===== src/pkg/ptc_consts.vh =====
// Purpose: constants of the periodic timer control block
// Assumes: byte-wide register port, one clock at 125 MHz
// Notes: offsets are register indices on the plain register port
`ifndef PTC_CONSTS_VH
`define PTC_CONSTS_VH
`define PTC_ADDR_W 3
`define PTC_OFF_CTRL0 3'h0
`define PTC_OFF_CTRL1 3'h1
`define PTC_OFF_CNT_LO 3'h2
`define PTC_OFF_CNT_HI 3'h3
`define PTC_OFF_CMPA_LO 3'h4
`define PTC_OFF_CMPA_HI 3'h5
`define PTC_OFF_PER_LO 3'h6
`define PTC_OFF_PER_HI 3'h7
`define PTC_CTRL0_RST 8'h00
`define PTC_CTRL1_RST 8'h00
`define PTC_CTRL0_WMASK 8'hF8
`define PTC_POS_PAUSE 7
`define PTC_POS_CLK_HI 6
`define PTC_POS_CLK_LO 4
`define PTC_POS_ON 3
`define PTC_POS_MODE_HI 7
`define PTC_POS_MODE_LO 6
`define PTC_POS_PIN_HI 5
`define PTC_POS_PIN_LO 4
`define PTC_POS_OLC 3
`define PTC_POS_POL 2
`define PTC_POS_CAPS 1
`define PTC_POS_CLR 0
`define PTC_MODE_CMP 2'h0
`define PTC_MODE_CAP 2'h1
`define PTC_MODE_PWM 2'h2
`define PTC_MODE_TMR 2'h3
`define PTC_CLK_SYS4 3'h0
`define PTC_CLK_SYS 3'h1
`define PTC_CLK_H16 3'h2
`define PTC_CLK_H64 3'h3
`define PTC_CLK_SUB0 3'h4
`define PTC_CLK_SUB1 3'h5
`define PTC_CLK_EXTR 3'h6
`define PTC_CLK_EXTF 3'h7
`define PTC_DIV4 8'h03
`define PTC_DIV16 8'h0F
`define PTC_DIV64 8'h3F
`define PTC_CNT_MAX 10'h3FF
`endif


===== src/rtl/ptc_timer.v =====
// Purpose: 10-bit periodic timer with compare, capture, PWM and single pulse
// Assumes: high and sub clocks arrive as one-cycle enables on clock_i
// Notes: external pins pass two flip-flops before use
//
// Added by the designer: the register addresses and the strobed register port.
`timescale 1ns/10ps
`default_nettype none
`include "ptc_consts.vh"

// Operation
// - clock source field picks counter clock
// - on-bit rise zeroes counter, starts count
// - on-bit clear stops, holds residual value
// - on-bit rise restores output initial level
// - control 0 bits 2..0 read zero
// - mode field bits 7..6 selects mode
// - timer mode: output unused, pin field unused
// - compare A match: none/low/high/toggle output
// - pwm mode: inactive/active/pwm/single pulse
// - capture edge: rise/fall/both/disabled
// - requested level equal initial: no change
// - output control sets initial level
// - pwm output control sets active level
// - polarity inverts output, not timer mode
// - capture source: capture pin or clock pin
// - clear on A match or P/overflow
// - overflow clearing only when period zero or single pulse
// - clear bit ignored pwm, pulse, capture
// - counter readable as low/high pair
// - compare A and period pairs, reset zero
// - pause freezes counter, resumes from value
// - comparators use all ten counter bits
module ptc_timer (
    input wire clock_i,
    input wire rst_n_i,
    input wire [2:0] addr_i,
    input wire [7:0] wdata_i,
    input wire wr_i,
    input wire rd_i,
    output reg [7:0] rdata_o,
    input wire high_clock_en_i,
    input wire sub_clock_en_i,
    input wire external_clock_pin_i,
    input wire capture_input_pin_i,
    output reg timer_output_pin_o,
    output wire timer_output_pin_n_o,
    output reg compare_a_event_o,
    output reg compare_p_event_o,
    output reg capture_event_o
);

////////////////////////////////////////////////////////////////////////
// registers
reg [7:0] ctrl0_q;
reg [7:0] ctrl1_q;
reg [9:0] cmpa_q;
reg [9:0] per_q;
reg [9:0] cnt_q;
reg on_prev_q;
reg out_q;
reg [7:0] div_q;
reg [7:0] hdiv_q;
reg [1:0] ck_sync_q;
reg [1:0] pi_sync_q;
reg ck_prev_q;
reg pi_prev_q;

wire counter_pause = ctrl0_q[`PTC_POS_PAUSE];
wire [2:0] clock_source_select = ctrl0_q[`PTC_POS_CLK_HI:`PTC_POS_CLK_LO];
wire counter_on = ctrl0_q[`PTC_POS_ON];
wire [1:0] operating_mode_select = ctrl1_q[`PTC_POS_MODE_HI:`PTC_POS_MODE_LO];
wire [1:0] pin_function_select = ctrl1_q[`PTC_POS_PIN_HI:`PTC_POS_PIN_LO];
wire output_level_control = ctrl1_q[`PTC_POS_OLC];
wire output_polarity = ctrl1_q[`PTC_POS_POL];
wire capture_source_select = ctrl1_q[`PTC_POS_CAPS];
wire clear_condition_select = ctrl1_q[`PTC_POS_CLR];

wire mode_cmp = (operating_mode_select == `PTC_MODE_CMP);
wire mode_cap = (operating_mode_select == `PTC_MODE_CAP);
wire mode_pwm = (operating_mode_select == `PTC_MODE_PWM);
wire mode_tmr = (operating_mode_select == `PTC_MODE_TMR);
wire single_pulse = mode_pwm && (pin_function_select == 2'h3);

////////////////////////////////////////////////////////////////////////
// pin synchronisers and edges
always @(posedge clock_i or negedge rst_n_i) begin
    if (!rst_n_i) begin
        ck_sync_q <= 2'h0;
        pi_sync_q <= 2'h0;
        ck_prev_q <= 1'b0;
        pi_prev_q <= 1'b0;
    end else begin
        ck_sync_q <= {ck_sync_q[0], external_clock_pin_i};
        pi_sync_q <= {pi_sync_q[0], capture_input_pin_i};
        ck_prev_q <= ck_sync_q[1];
        pi_prev_q <= pi_sync_q[1];
    end
end

wire ck_rise = ck_sync_q[1] && !ck_prev_q;
wire ck_fall = !ck_sync_q[1] && ck_prev_q;
wire pi_rise = pi_sync_q[1] && !pi_prev_q;
wire pi_fall = !pi_sync_q[1] && pi_prev_q;

////////////////////////////////////////////////////////////////////////
// clock source selection
always @(posedge clock_i or negedge rst_n_i) begin
    if (!rst_n_i) begin
        div_q <= 8'h00;
        hdiv_q <= 8'h00;
    end else begin
        div_q <= div_q + 8'h01;
        if (high_clock_en_i) begin
            hdiv_q <= hdiv_q + 8'h01;
        end
    end
end

reg tick;
always @* begin
    case (clock_source_select)
        `PTC_CLK_SYS4: tick = ((div_q & `PTC_DIV4) == `PTC_DIV4);
        `PTC_CLK_SYS: tick = 1'b1;
        `PTC_CLK_H16: tick = high_clock_en_i && ((hdiv_q & `PTC_DIV16) == `PTC_DIV16);
        `PTC_CLK_H64: tick = high_clock_en_i && ((hdiv_q & `PTC_DIV64) == `PTC_DIV64);
        `PTC_CLK_SUB0: tick = sub_clock_en_i;
        `PTC_CLK_SUB1: tick = sub_clock_en_i;
        `PTC_CLK_EXTR: tick = ck_rise;
        `PTC_CLK_EXTF: tick = ck_fall;
        default: tick = 1'b0;
    endcase
end

////////////////////////////////////////////////////////////////////////
// comparators and clear logic
wire on_rise = counter_on && !on_prev_q;
wire run = counter_on && !counter_pause && !on_rise;
wire step = run && tick;
wire [9:0] cnt_next = cnt_q + 10'h001;
wire match_a = step && (cnt_next == cmpa_q) && (cmpa_q != 10'h000);
wire match_p = step && (cnt_next == per_q) && (per_q != 10'h000);
wire overflow = step && (cnt_q == `PTC_CNT_MAX);
// clear select only counts in compare and timer modes
wire use_clr = (mode_cmp || mode_tmr) && clear_condition_select;
// single pulse leaves the period compare unused
wire clr_cnt = use_clr ? match_a : (match_p && !single_pulse);
wire pulse_end = single_pulse && match_a;

// capture trigger
wire trg_rise = capture_source_select ? ck_rise : pi_rise;
wire trg_fall = capture_source_select ? ck_fall : pi_fall;
reg cap_hit;
always @* begin
    case (pin_function_select)
        2'h0: cap_hit = trg_rise;
        2'h1: cap_hit = trg_fall;
        2'h2: cap_hit = trg_rise || trg_fall;
        default: cap_hit = 1'b0;
    endcase
end
wire capture = mode_cap && counter_on && cap_hit;

// single pulse may be started by a clock pin rising edge
wire sp_start = single_pulse && !counter_on && ck_rise;

////////////////////////////////////////////////////////////////////////
// register writes and hardware updates
always @(posedge clock_i or negedge rst_n_i) begin
    if (!rst_n_i) begin
        ctrl0_q <= `PTC_CTRL0_RST;
        ctrl1_q <= `PTC_CTRL1_RST;
        cmpa_q <= 10'h000;
        per_q <= 10'h000;
        on_prev_q <= 1'b0;
    end else begin
        on_prev_q <= counter_on;
        if (wr_i) begin
            case (addr_i)
                `PTC_OFF_CTRL0: ctrl0_q <= wdata_i & `PTC_CTRL0_WMASK;
                `PTC_OFF_CTRL1: ctrl1_q <= wdata_i;
                `PTC_OFF_CMPA_LO: cmpa_q[7:0] <= wdata_i;
                `PTC_OFF_CMPA_HI: cmpa_q[9:8] <= wdata_i[1:0];
                `PTC_OFF_PER_LO: per_q[7:0] <= wdata_i;
                `PTC_OFF_PER_HI: per_q[9:8] <= wdata_i[1:0];
                default: ;
            endcase
        end
        // hardware wins over a same-cycle write
        if (pulse_end) begin
            ctrl0_q[`PTC_POS_ON] <= 1'b0;
        end else if (sp_start) begin
            ctrl0_q[`PTC_POS_ON] <= 1'b1;
        end
        if (capture) begin
            cmpa_q <= cnt_q;
        end
    end
end

////////////////////////////////////////////////////////////////////////
// counter
always @(posedge clock_i or negedge rst_n_i) begin
    if (!rst_n_i) begin
        cnt_q <= 10'h000;
    end else if (on_rise) begin
        cnt_q <= 10'h000;
    end else if (step) begin
        if (clr_cnt || overflow) begin
            cnt_q <= 10'h000;
        end else begin
            cnt_q <= cnt_next;
        end
    end
end

////////////////////////////////////////////////////////////////////////
// output stage
reg out_d;
always @* begin
    out_d = out_q;
    if (on_rise) begin
        out_d = output_level_control;
    end else if (mode_cmp && match_a) begin
        case (pin_function_select)
            2'h1: out_d = 1'b0;
            2'h2: out_d = 1'b1;
            2'h3: out_d = !out_q;
            default: out_d = out_q;
        endcase
    end else if (pulse_end || (single_pulse && !counter_on)) begin
        out_d = !output_level_control;
    end
end

// pwm duty: active while count below compare A
wire pwm_active = counter_on && (cnt_q < cmpa_q);
reg pin_raw;
always @* begin
    if (mode_pwm) begin
        case (pin_function_select)
            2'h0: pin_raw = !output_level_control;
            2'h1: pin_raw = output_level_control;
            2'h2: pin_raw = pwm_active ? output_level_control : !output_level_control;
            default: pin_raw = out_q;
        endcase
    end else if (mode_tmr) begin
        pin_raw = 1'b0;
    end else begin
        pin_raw = out_q;
    end
end

always @(posedge clock_i or negedge rst_n_i) begin
    if (!rst_n_i) begin
        out_q <= 1'b0;
        timer_output_pin_o <= 1'b0;
        compare_a_event_o <= 1'b0;
        compare_p_event_o <= 1'b0;
        capture_event_o <= 1'b0;
    end else begin
        out_q <= out_d;
        timer_output_pin_o <= pin_raw ^ (output_polarity && !mode_tmr);
        compare_a_event_o <= match_a && !mode_cap;
        compare_p_event_o <= match_p && !use_clr && !single_pulse;
        capture_event_o <= capture;
    end
end

assign timer_output_pin_n_o = !timer_output_pin_o;

////////////////////////////////////////////////////////////////////////
// read port
always @(posedge clock_i or negedge rst_n_i) begin
    if (!rst_n_i) begin
        rdata_o <= 8'h00;
    end else if (rd_i) begin
        case (addr_i)
            `PTC_OFF_CTRL0: rdata_o <= ctrl0_q & `PTC_CTRL0_WMASK;
            `PTC_OFF_CTRL1: rdata_o <= ctrl1_q;
            `PTC_OFF_CNT_LO: rdata_o <= cnt_q[7:0];
            `PTC_OFF_CNT_HI: rdata_o <= {6'h00, cnt_q[9:8]};
            `PTC_OFF_CMPA_LO: rdata_o <= cmpa_q[7:0];
            `PTC_OFF_CMPA_HI: rdata_o <= {6'h00, cmpa_q[9:8]};
            `PTC_OFF_PER_LO: rdata_o <= per_q[7:0];
            `PTC_OFF_PER_HI: rdata_o <= {6'h00, per_q[9:8]};
            default: rdata_o <= 8'h00;
        endcase
    end else begin
        rdata_o <= 8'h00;
    end
end

endmodule // ptc_timer
`default_nettype wire


===== config.mk =====
export PLATFORM = sky130hd
export DESIGN_NAME = ptc_timer
export DESIGN_NICKNAME = d
export VERILOG_FILES = /design/src/rtl/ptc_timer.v
export VERILOG_INCLUDE_DIRS = /design/src /design/src/pkg
export SDC_FILE = /design/constraint.sdc
export NUM_CORES = 1
export LEC_CHECK = 0
export ABC_AREA = 1
export BUFFER_PORTS_ARGS = -buffer_cell sky130_fd_sc_hd__buf_2
export CORE_ASPECT_RATIO = 1.2
export CORE_MARGIN = 8
export CORE_UTILIZATION = 48
export DETAILED_ROUTE_END_ITERATION = 6
export PLACE_DENSITY = 0.73
export SKIP_LAST_GASP = 1
export SYNTH_ARGS = -nofsm -noshare
export SYNTH_HDL_FRONTEND = slang
export SYNTH_SLANG_ARGS = --single-unit

===== constraint.sdc =====
create_clock -name clock_i -period 2.3 [get_ports clock_i]
set_input_delay 0.23 -clock clock_i [delete_from_list [all_inputs] [get_ports clock_i]]
set_output_delay 0.23 -clock clock_i [all_outputs]
set_load 0.005 [all_outputs]

Word-level counts from Yosys, hierarchy flattened
Cells that the tools add are included.

Mux-type cells: 26. Bitwise logic cells: 1. Order comparisons: 1. Eq/ne operators: 27. Add/sub/neg operators: 3. Reductions and logical operators: 70.

Operator list (number): case mux 8 bit (8 select lines) (1); 2-to-1 mux 10 bit (5); logical AND 1 bit (29); equality test 3 bit (second input constant) (8); equality test 10 bit (2); nonzero test 10 bit (2); adder 8 x 1 -> 8 bit (second input constant) (2); 2-to-1 mux 8 bit (2); AND reduction 2 bit (8); zero test 1 bit (15); equality test 3 x 2 -> 1 bit (second input constant) (4); 2-to-1 mux 1 bit (11); adder 10 x 1 -> 10 bit (second input constant) (1); equality test 10 bit (second input constant) (1); equality test 2 bit (second input constant) (5); < comparator 10 bit (1); case mux 1 bit (3 select lines) (3); nonzero test 3 bit (3); 2-to-1 mux 4 bit (2); nonzero test 2 bit (4); case mux 1 bit (7 select lines) (1); equality test 3 x 1 -> 1 bit (second input constant) (2); equality test 6 bit (second input constant) (1); zero test 3 bit (2); 8 further kinds (13).

Bits in registers: 79. Bits of input ports: 19. Output and inout bits: 13.

Logic depth before layout (Yosys ltp)
Gate-level depths: netlist of run 1.

Word-level depth: 13. Gate-level depth with buffers: 18.

Least setup slack after synthesis of run 1
Ideal clock, no wire load.

Path kind: register to register. Start point: reg cnt_q[0]. End point: reg cnt_q[0]. Arrival time: 1798 ps. Clock period less this slack: 1916 ps. Slack: 384 ps. Cell stages (with the launch flop): 16. Cell sequence: dfrtp_1 buf_4 inv_1 ha_1 inv_1 nand2_1 nor2_1 nand3_1 nor2_1 nand3_1 nor2_2 nand4_4 inv_2 nand2_2 nand3_1 nand2_1.

Cells in the longest elaborated chain, start to end: 10.

Ends and longest elaborated chain: start, declared (RTL line ptc_timer.v:58) `reg [9:0] cnt_q;`; start signal, assigned (RTL line ptc_timer.v:211) `cnt_q <= cnt_next;`; adder 10 x 1 -> 10 bit (RTL line ptc_timer.v:139) `wire [9:0] cnt_next = cnt_q + 10'h001;`; equality test 10 bit (RTL line ptc_timer.v:141) `wire match_p = step && (cnt_next == per_q) && (per_q != 10'h000);`; logical AND 1 bit (2 in a row) (RTL line ptc_timer.v:141); logical AND 1 bit (RTL line ptc_timer.v:146) `wire clr_cnt = use_clr ? match_a : (match_p && !single_pulse);`; 2-to-1 mux 1 bit (RTL line ptc_timer.v:146); logical OR 1 bit (RTL line ptc_timer.v:208) `if (clr_cnt || overflow) begin`; 2-to-1 mux 10 bit (*) (RTL line ptc_timer.v:208); 2-to-1 mux 10 bit (*) (RTL line ptc_timer.v:207) `end else if (step) begin`; 2-to-1 mux 10 bit (*) (RTL line ptc_timer.v:205) `end else if (on_rise) begin`.

Mark *: on every way between the ends. The rest lies on a longest branch, timed or not. The select of a mux whose other input is x is not followed. A chain may end at the register's enable or synchronous reset.

Worst setup path in the final report of run 1
Start point: reg cnt_q[3]. End point: reg timer_output_pin_o.

Cells in the longest elaborated chain, start to end: 6.

Ends and longest elaborated chain: < comparator 10 bit (RTL line ptc_timer.v:236) `wire pwm_active = counter_on && (cnt_q < cmpa_q);`; logical AND 1 bit (RTL line ptc_timer.v:236); 2-to-1 mux 1 bit (RTL line ptc_timer.v:243) `2'h2: pin_raw = pwm_active ? output_level_control : !output_level_control;`; case mux 1 bit (3 select lines) (RTL line ptc_timer.v:240) `case (pin_function_select)`; 2-to-1 mux 1 bit (RTL line ptc_timer.v:239) `if (mode_pwm) begin`; XOR 1 bit (RTL line ptc_timer.v:262) `timer_output_pin_o <= pin_raw ^ (output_polarity && !mode_tmr);`; end signal, assigned (RTL line ptc_timer.v:262); end, declared (RTL line ptc_timer.v:45) `output reg timer_output_pin_o,`.

Every way passes these cells.

==> results.sh, run 1 <==
export IMPL_status="complete, but fails checks"
export IMPL_violations="negative hold slack"
export IMPL_design_core_area_sq_um=8610
export IMPL_syn_avg_cell_area_sq_um=7.68
export IMPL_finish_instance_area_sq_um=4890
export IMPL_synth_warnings=0
export IMPL_drv_cap=0
export IMPL_die_w_microns=102
export IMPL_clock_root_buffer="clkbuf_8"
export IMPL_gp_congestion=1.03
export IMPL_period_share_pct=94.5
export IMPL_clock_fmax_mhz=460
export IMPL_yosysUniqueCellTypes=36
export IMPL_arrival_ns=2.42
export IMPL_rr_startpoint="cnt_q[3]"
export IMPL_gr_usage_all_layers_pct=22.0
export IMPL_worst_slew_pin_slew_ns=0.901
export IMPL_ys_flop_type="dfrtp_1"
export IMPL_die_y_microns=119
export IMPL_final_common_cell="nand2_1"
export IMPL_clock_power_share_pct=26.4
export IMPL_grt_max_degree=72
export IMPL_grt_pass1_wl_microns=20700
export IMPL_start_kind="flop"
export IMPL_clk_pin_slew_ns=0.08
export IMPL_async_reset_ff_share_pct=100
export IMPL_rsz0062_at_grt="false"
export IMPL_place_hpwl_microns=10100
export IMPL_drc_errors=0
export IMPL_wl_per_cell_microns=17.6
export IMPL_p_switching_mw=1.63
export IMPL_final_nets=647
export IMPL_cp_startpoint="cnt_q[3]"
export IMPL_synthCells=556
export IMPL_min_path_type="input port to asynchronous set/reset pin"
export IMPL_vias=4039
export IMPL_powerDensity_nw_per_um2=874
export IMPL_clkSinkCount=71
export IMPL_routed_via_density=5.54
export IMPL_syn_cell_area_sq_um=4270
export IMPL_syn_num_nets=596
export IMPL_numCtsBuffers=9
export IMPL_ys_seq_elements=71
export IMPL_crit_buf_inv=0
export IMPL_slowest_delay_ns=0.56
export IMPL_initial_core_util_pct=49.6
export IMPL_r2r_slack_ns=0.13
export IMPL_antenna_found_initial=0
export IMPL_cp_end_kind="flop"
export IMPL_critPathTopFamily="simple AND/OR/NAND/NOR gates"
export IMPL_finalSetupViolations=0
export IMPL_period_minus_slack_ns=2.17
export IMPL_cp_cell_sequence="ha_1 > a21oi_1 > o21ai_0 > nand2_1 > nand4_1 > or2_2 > nand3_1 > nand2_1 > nand2_1 > nand2_1 > xor2_1"
export IMPL_critPathKind="flop to flop"
export IMPL_hold_viol=13
export IMPL_synth_seq_area_share_pct=41.6
export IMPL_leakagePower_nw=2.50
export IMPL_firstDrtPassIters=5
export IMPL_portBuffers=31
export IMPL_ir_drop_mv=0.564
export IMPL_dpl_cell_area_sq_um=4630
export IMPL_path_common_cell="nand2_1"
export IMPL_ant_nets=0
export IMPL_setup_tns_ns=0
export IMPL_seqPwrFrac_pct=40.9
export IMPL_diodes=0
export IMPL_muxShareOfSynthArea_pct=0.264
export IMPL_final_cell_mix="131 x nand2_1, 80 x inv_1, 70 x dfrtp_1, 49 x nand3_1, 47 x nor2_1"
export IMPL_fin_util_pct=56.8
export IMPL_synth_top_family_by_area="simple AND/OR/NAND/NOR gates"
export IMPL_slew_violations=0
export IMPL_cts_buffer_depth=2
export IMPL_wl_microns=12900
export IMPL_cp_depth=11
export IMPL_reg2regPathDepth=11
export IMPL_required_ns=2.54
export IMPL_synth_edf_count=0
export IMPL_power_mw=4.27
export IMPL_finalHoldWorstSlack_ns=-0.00372
export IMPL_r2r_end="timer_output_pin_o"
export IMPL_drtIter0Drc=274
export IMPL_finalClockSkew_ns=0.00901
export IMPL_area_growth_pct=14.6
export IMPL_slowest_stage="dfrtp_1"
export IMPL_io_pins=32
export IMPL_die_area_sq_um=12200
export IMPL_yosys_area_share_simple_pct=28.7
export IMPL_overflow=0
export IMPL_synth_xor_area_share_pct=2.26
export IMPL_netSwitchingFraction_pct=38.1
export IMPL_synthAdderAreaFrac_pct=6.15
export IMPL_power_frac_comb_pct=32.7
export IMPL_grt_pass1_vias=3996
export IMPL_relSlewSlack_pct=39.9
export IMPL_path_max_fanout=7
export IMPL_drive_gt1_share_pct=16.7
export IMPL_synth_compound_area_share_pct=12.6
export IMPL_internal_power_mw=2.65
export IMPL_htreeDepth=3
export IMPL_worstSetupEndpoint="timer_output_pin_o"
export IMPL_clk_insertion_delay_late_ns=0.36
export IMPL_cts_tree="done"
export IMPL_rows=37
[registers in the layout, summed over array words and instances (netlist names), 2 cells and up]
| name | count |
|---|---|
| hdiv_q | 6 |
| per_q | 10 |
| pi_sync_q | 2 |
| div_q | 2 |
| cnt_q | 10 |
| ctrl1_q | 8 |
| ck_sync_q | 2 |
| ctrl0_q | 5 |
| rdata_o | 8 |
| cmpa_q | 10 |
[stage by stage]
step | setup slack (ns) | hold WS, ns | instances
after floorplan | 0.384 | -0.0656 | 556
after global placement | 0.0979 | 0.335 | 710
after detailed placement | 0.0615 | 0.340 | 710
after CTS | 0.0440 | 0.0205 | 728
after global routing | 0.00655 | 0.0707 | 729
final | 0.126 | -0.00372 | 729
[power groups by stage]
stage / clock [mW] / sequential [mW] / combinational (mW)
finish: 1.13 / 1.75 / 1.40
global route: 1.19 / 1.77 / 1.55
CTS: 1.14 / 1.74 / 1.36
detailed placement: 0 / 1.76 / 1.35
global placement: 0 / 1.76 / 1.32
floorplan: 0 / 1.69 / 0.900
[worst min path at each step]
stage / end / slack, ns / cells after the start
2_1_floorplan: capture_event_o / -0.07 / 0
3_5_place_dp: ck_sync_q[0] / 0.34 / 1
6_report: per_q[3] / -0.004 / 1
4_1_cts: pi_sync_q[0] / 0.02 / 1
3_3_place_gp: ck_sync_q[1] / 0.33 / 0
5_1_grt: div_q[0] / 0.07 / 1
[cells in the mapped netlist, types with 2 or more instances]
library cell | number | area [sq um]
nand4_1 | 9 | 56.3
clkbuf_1 | 3 | 11.3
o22ai_1 | 10 | 62.6
nor2_1 | 48 | 180
o21ai_0 | 30 | 150
o221ai_1 | 7 | 61.3
ha_1 | 21 | 263
o211ai_1 | 5 | 37.5
o21bai_1 | 2 | 15.0
nand3_1 | 49 | 245
nor2_4 | 3 | 33.8
nor2_2 | 7 | 43.8
inv_2 | 6 | 22.5
a211oi_1 | 2 | 15.0
a221oi_1 | 6 | 52.6
o21ai_2 | 2 | 17.5
nand2_1 | 131 | 492
nand2_2 | 14 | 87.6
buf_4 | 3 | 22.5
inv_1 | 81 | 304
xor2_1 | 8 | 70.1
dfrtp_1 | 71 | 1780
xnor2_1 | 3 | 26.3
nor3_1 | 4 | 20.0
a21oi_1 | 20 | 100
[cell type report]
class	instances	area, sq um
clock buffer	9	124
sequential	71	1780
fill	853	3720
tap	117	146
inverter	87	327
timing repair buffer	46	275
multi-input combinational	392	2150
clock inverter	7	95.1
[what timing repair did]
| action | 4_1_cts | 5_1_grt |
|---|---|---|
| hold buffers | 2 | 0 |
| setup buffers | 0 | 1 |
| resized for setup | 0 | 4 |
| endpoints found under the hold margin | 2 | 0 |
| setup endpoints to repair | 0 | 11 |
[layer usage]
metal | global-route usage, % | vias to the layer above | share of wire, % | wire length, microns
met2 | 37.1 | 148 | 50 | 6410
met5 | 0 | - | 0 | 0
met3 | 3.26 | 38 | 4.9 | 635
met1 | 26.5 | 1923 | 42 | 5400
li1 | - | 1930 | - | -
met4 | 10.5 | 0 | 3.2 | 410
[cells by family (layout without fill, tap and decap cells)]
family	after synthesis	in the layout
compound gates	88	88
xor+xnor	11	11
fa+ha+maj	21	21
buf+inv	93	149
mux	1	1
flops	71	71
simple gates	271	271
Note: power is estimated with default switching activity, not from simulation.
==> run 2: changes to the inputs <==
--- a/config.mk
+++ b/config.mk
@@ -9,3 +9,2 @@
 export ABC_AREA = 1
-export BUFFER_PORTS_ARGS = -buffer_cell sky130_fd_sc_hd__buf_2
 export CORE_ASPECT_RATIO = 1.2
@@ -14,3 +13,4 @@
 export DETAILED_ROUTE_END_ITERATION = 6
-export PLACE_DENSITY = 0.73
+export DONT_BUFFER_PORTS = 1
+export PLACE_DENSITY = 0.7
 export SKIP_LAST_GASP = 1
==> constraint.sdc (replaced) <==
create_clock -name clock_i -period 2.3 [get_ports clock_i]
set_input_delay 0.345 -clock clock_i [delete_from_list [all_inputs] [get_ports clock_i]]
set_output_delay 0.345 -clock clock_i [all_outputs]
set_load 0.005 [all_outputs]
==> results.sh, run 2 (same netlist as run 1, synthesis figures left out) <==
export IMPL_status="completed"
export IMPL_fin_util_pct=56.3
export IMPL_power_frac_comb_pct=32.1
export IMPL_period_share_pct=91.4
export IMPL_period_minus_slack_ns=2.10
export IMPL_drc_errors=0
export IMPL_drtIter0Drc=393
export IMPL_dpl_cell_area_sq_um=4520
export IMPL_slew_violations=0
export IMPL_io_pins=32
export IMPL_path_max_fanout=9
export IMPL_antenna_found_initial=0
export IMPL_finish_instance_area_sq_um=4850
export IMPL_wl_microns=12600
export IMPL_rr_startpoint="cnt_q[2]"
export IMPL_clock_root_buffer="clkbuf_8"
export IMPL_clkSinkCount=71
export IMPL_seq_area_sq_um=1780
export IMPL_grt_pass1_wl_microns=20300
export IMPL_multi_input_area_sq_um=2150
export IMPL_r2r_slack_ns=0.20
export IMPL_cp_cell_sequence="nand3_1 > inv_2 > nand2_2 > o21ai_2 > nand2_4 > o21bai_1 > nor2_1 > nand3_1 > nand2_1 > nand3_1 > nand2_1 > nand2_1 > nand2_1"
export IMPL_clock_fmax_mhz=476
export IMPL_drive_gt1_share_pct=13.1
export IMPL_r2r_end="out_q"
export IMPL_seqPwrFrac_pct=40.1
export IMPL_cts_tree="done"
export IMPL_internal_power_mw=2.76
export IMPL_vias=3958
export IMPL_relSlewSlack_pct=66.6
export IMPL_reg_top3="cmpa_q: 10 flops, cnt_q: 10 flops, per_q: 10 flops"
export IMPL_place_hpwl_microns=9940
export IMPL_initial_core_util_pct=49.6
export IMPL_worst_slew_pin_slew_ns=0.500
export IMPL_cp_depth=13
export IMPL_clk_pin_slew_ns=0.08
export IMPL_finalClockSkew_ns=0.0109
export IMPL_p_switching_mw=1.60
export IMPL_diodes=0
export IMPL_gr_usage_all_layers_pct=21.9
export IMPL_grt_max_degree=72
export IMPL_critPathKind="flop to flop"
export IMPL_slowest_stage="dfrtp_1"
export IMPL_numCtsBuffers=9
export IMPL_firstDrtPassIters=5
export IMPL_min_path_type="input port to flop"
export IMPL_cp_startpoint="cnt_q[2]"
export IMPL_design_core_area_sq_um=8610
export IMPL_overflow=0
export IMPL_portBuffers=0
export IMPL_clk_insertion_delay_late_ns=0.36
export IMPL_place_worst_setup_slack_ns=0.0939
export IMPL_critPathTopFamily="simple AND/OR/NAND/NOR gates"
export IMPL_arrival_ns=2.36
export IMPL_wl_per_cell_microns=17.9
export IMPL_grt_pass1_vias=3891
export IMPL_routed_via_density=5.61
export IMPL_htreeDepth=3
export IMPL_crit_buf_inv=1
export IMPL_powerDensity_nw_per_um2=898
export IMPL_die_w_microns=102
export IMPL_area_growth_pct=13.6
export IMPL_netSwitchingFraction_pct=36.8
export IMPL_cp_end_kind="flop"
export IMPL_final_nets=625
export IMPL_finalSetupViolations=0
export IMPL_reg2regPathDepth=13
export IMPL_cts_buffer_depth=2
export IMPL_slowest_delay_ns=0.54
export IMPL_die_area_sq_um=12200
export IMPL_ir_drop_mv=0.537
export IMPL_ant_nets=0
export IMPL_setup_ws_ns=0.198
export IMPL_required_ns=2.56
export IMPL_leakagePower_nw=2.43
export IMPL_final_cell_mix="131 x nand2_1, 81 x inv_1, 70 x dfrtp_1, 49 x nand3_1, 46 x nor2_1"
export IMPL_num_fill_cells=824
export IMPL_die_y_microns=119
export IMPL_rows=37
export IMPL_drv_cap=0
export IMPL_gp_congestion=1.03
export IMPL_worstSetupEndpoint="out_q"
export IMPL_path_common_cell="nand2_1"
export IMPL_rsz0062_at_grt="true"
export IMPL_start_kind="flop"
export IMPL_final_common_cell="nand2_1"
export IMPL_setup_tns_ns=0
export IMPL_clock_power_share_pct=27.7
export IMPL_finalHoldWorstSlack_ns=0.0718
export IMPL_hold_viol=0
## run 2: cell count changes in the layout (fill, tap and decap cells not counted), moves of 2 or more
cell	before	now
buf_2	30	0
clkinv_4	0	2
inv_6	2	0
buf_4	14	20
clkinv_2	2	0
## run 2: power groups by stage
stage	Clock, mW	Sequential (mW)	Combinational, mW
2_1_floorplan	0	1.69	0.900
3_3_place_gp	0	1.76	1.30
3_5_place_dp	0	1.76	1.31
4_1_cts	1.23	1.74	1.35
5_1_grt	1.28	1.78	1.57
6_report	1.21	1.75	1.40
## run 2: area by class of cell
class                   instances  area share (%)
multi-input cells             392            44.4
flip-flops and latches         71            36.7
inverters                      87            6.74
repair buffers                 24            4.28
well taps                     117            3.02
clock buffers                  10            2.63
clock inverters                 5            2.22
## run 2: per-stage QoR
step / cells / total power, mW
after floorplan: 556 / 2.59
after global placement: 686 / 3.06
after detailed placement: 686 / 3.07
after CTS: 705 / 4.32
after global routing: 706 / 4.62
final: 706 / 4.36
## run 2: what timing repair did
item / 4_1_cts / 5_1_grt
gates resized for setup: 0 / 5
hold buffers: 4 / 0
buffers inserted: 0 / 1
endpoints found under the setup margin: 0 / 11
endpoints found under the hold margin: 73 / 0
## run 2: worst min-delay path by stage
stage	slack, ns	depth (start not counted)	startpoint	endpoint
finish	0.07	1	high_clock_en_i	hdiv_q[0]
detailed placement	0.05	0	rst_n_i	compare_a_event_o
global placement	0.05	0	rst_n_i	compare_a_event_o
CTS	0.06	1	high_clock_en_i	hdiv_q[0]
global route	0.07	1	high_clock_en_i	hdiv_q[0]
floorplan	0.05	0	rst_n_i	capture_event_o
## run 2: per-layer routing
metal / wire [microns] / global-route usage, % / up-vias
met5: 0 / 0 / -
met4: 595 / 12.7 / 0
met3: 774 / 4.14 / 34
met2: 6040 / 34.4 / 149
met1: 5230 / 27.2 / 1895
li1: - / - / 1880
==> run 3: changes to the inputs <==
CTS_BUF_LIST = sky130_fd_sc_hd__clkbuf_8   (was not set)
CTS_CLUSTER_DIAMETER = 150   (was not set)
CTS_CLUSTER_SIZE = 30   (was not set)
==> results.sh, run 3 (same netlist as run 1, synthesis figures left out) <==
export IMPL_status="completed"
export IMPL_dpl_cell_area_sq_um=4520
export IMPL_slowest_stage="dfrtp_1"
export IMPL_place_worst_setup_slack_ns=0.0939
export IMPL_portBuffers=0
export IMPL_finalSetupViolations=0
export IMPL_ant_nets=0
export IMPL_finalClockSkew_ns=0.0109
export IMPL_leakagePower_nw=2.44
export IMPL_grt_max_degree=72
export IMPL_wl_microns=12600
export IMPL_overflow=0
export IMPL_final_nets=625
export IMPL_start_kind="flop"
export IMPL_diodes=0
export IMPL_powerDensity_nw_per_um2=898
export IMPL_period_minus_slack_ns=2.10
export IMPL_gr_usage_all_layers_pct=21.9
export IMPL_wl_per_cell_microns=17.9
export IMPL_clk_insertion_delay_late_ns=0.36
export IMPL_rsz0062_at_grt="true"
export IMPL_setup_ws_ns=0.198
export IMPL_worstHoldEndpoint="hdiv_q[0]"
export IMPL_htreeDepth=3
export IMPL_period_share_pct=91.4
export IMPL_critPathTopFamily="simple AND/OR/NAND/NOR gates"
export IMPL_min_from="high_clock_en_i"
export IMPL_reg_top3="cmpa_q: 10 flops, cnt_q: 10 flops, per_q: 10 flops"
export IMPL_rr_startpoint="cnt_q[2]"
export IMPL_clock_root_buffer="clkbuf_8"
export IMPL_numCtsBuffers=9
export IMPL_hold_viol=0
export IMPL_reg2regPathDepth=13
export IMPL_finish_instance_area_sq_um=4850
export IMPL_multi_input_area_sq_um=2150
export IMPL_slew_violations=0
export IMPL_drv_cap=0
export IMPL_crit_buf_inv=1
export IMPL_routed_via_density=5.61
export IMPL_firstDrtPassIters=4
export IMPL_grt_pass1_wl_microns=20300
export IMPL_area_growth_pct=13.6
export IMPL_initial_core_util_pct=49.6
export IMPL_final_cell_mix="131 x nand2_1, 82 x inv_1, 70 x dfrtp_1, 49 x nand3_1, 46 x nor2_1"
export IMPL_cp_cell_sequence="nand3_1 > inv_2 > nand2_2 > o21ai_2 > nand2_4 > o21bai_1 > nor2_1 > nand3_1 > nand2_1 > nand3_1 > nand2_1 > nand2_1 > nand2_1"
export IMPL_vias=3958
export IMPL_clock_fmax_mhz=476
export IMPL_worst_slew_pin_slew_ns=0.500
export IMPL_slowest_delay_ns=0.54
export IMPL_gp_congestion=1.03
export IMPL_grt_pass1_vias=3891
export IMPL_cts_buffer_depth=2
export IMPL_place_hpwl_microns=9940
export IMPL_drc_errors=0
export IMPL_ir_drop_mv=0.537
export IMPL_antenna_found_initial=0
export IMPL_die_area_sq_um=12200
export IMPL_drive_gt1_share_pct=13.1
export IMPL_die_w_microns=102
export IMPL_clkSinkCount=71
export IMPL_relSlewSlack_pct=66.6
export IMPL_r2r_slack_ns=0.20
export IMPL_min_path_type="input port to flop"
export IMPL_hold_path_depth=1
export IMPL_seq_area_sq_um=1780
export IMPL_design_core_area_sq_um=8610
export IMPL_num_fill_cells=824
export IMPL_io_pins=32
export IMPL_path_max_fanout=9
export IMPL_final_common_cell="nand2_1"
export IMPL_rows=37
export IMPL_cp_end_kind="flop"
export IMPL_path_common_cell="nand2_1"
export IMPL_drtIter0Drc=393
export IMPL_arrival_ns=2.36
export IMPL_required_ns=2.56
export IMPL_r2r_end="out_q"
export IMPL_cts_tree="done"
export IMPL_critPathKind="flop to flop"
export IMPL_die_y_microns=119
export IMPL_clk_pin_slew_ns=0.08
run 3: repair_timing:
item	CTS	global route
setup buffers	0	1
setup endpoints to repair	0	11
hold buffers	4	0
resized for setup	0	5
hold endpoints to repair	73	0
run 3: worst max-delay path by stage:
stage                         end  slack (ns)  cells after the start      from
2_1_floorplan            cnt_q[0]        0.38                     15  cnt_q[0]
3_3_place_gp                out_q        0.08                     16  cnt_q[0]
3_5_place_dp             cnt_q[3]        0.09                     14  cnt_q[0]
4_1_cts                  cnt_q[7]        0.09                     14  cnt_q[0]
5_1_grt        timer_output_pin_o     -0.0007                     12  cnt_q[1]
6_report                    out_q        0.20                     13  cnt_q[2]
run 3: where the power goes:
group	switching [mW]	internal, mW	total [mW]	leakage, nW
Combinational	0.857	0.543	1.40	1.41
Sequential	0.254	1.49	1.75	0.904
Clock	0.491	0.714	1.20	0.121
Total	1.60	2.75	4.35	2.44
run 3: cell type report:
cell class	instances	share of cell area (%)
clock inverters	6	2.30
repair buffers	24	4.28
inverters	87	6.74
flip-flops and latches	71	36.7
multi-input cells	392	44.4
clock buffers	9	2.55
well taps	117	3.02
run 3: metal layers:
| metal | vias up | track usage (%) | share of wire [%] |
|---|---|---|---|
| li1 | 1880 | - | - |
| met1 | 1893 | 27.2 | 41 |
| met2 | 151 | 34.4 | 48 |
| met3 | 34 | 4.14 | 6.2 |
| met4 | 0 | 12.7 | 4.7 |
| met5 | - | 0 | 0 |
run 3: through the flow:
stage | std cells | setup TNS [ns] | util, % | power [mW] | hold slack, ns
global route | 706 | -0.000707 | 56.3 | 4.62 | 0.0684
global placement | 686 | 0 | 52.5 | 3.06 | 0.0533
detailed placement | 686 | 0 | 52.5 | 3.07 | 0.0531
finish | 706 | 0 | 56.3 | 4.35 | 0.0718
CTS | 705 | 0 | 55.9 | 4.32 | 0.0615
floorplan | 556 | 0 | - | 2.59 | 0.0494
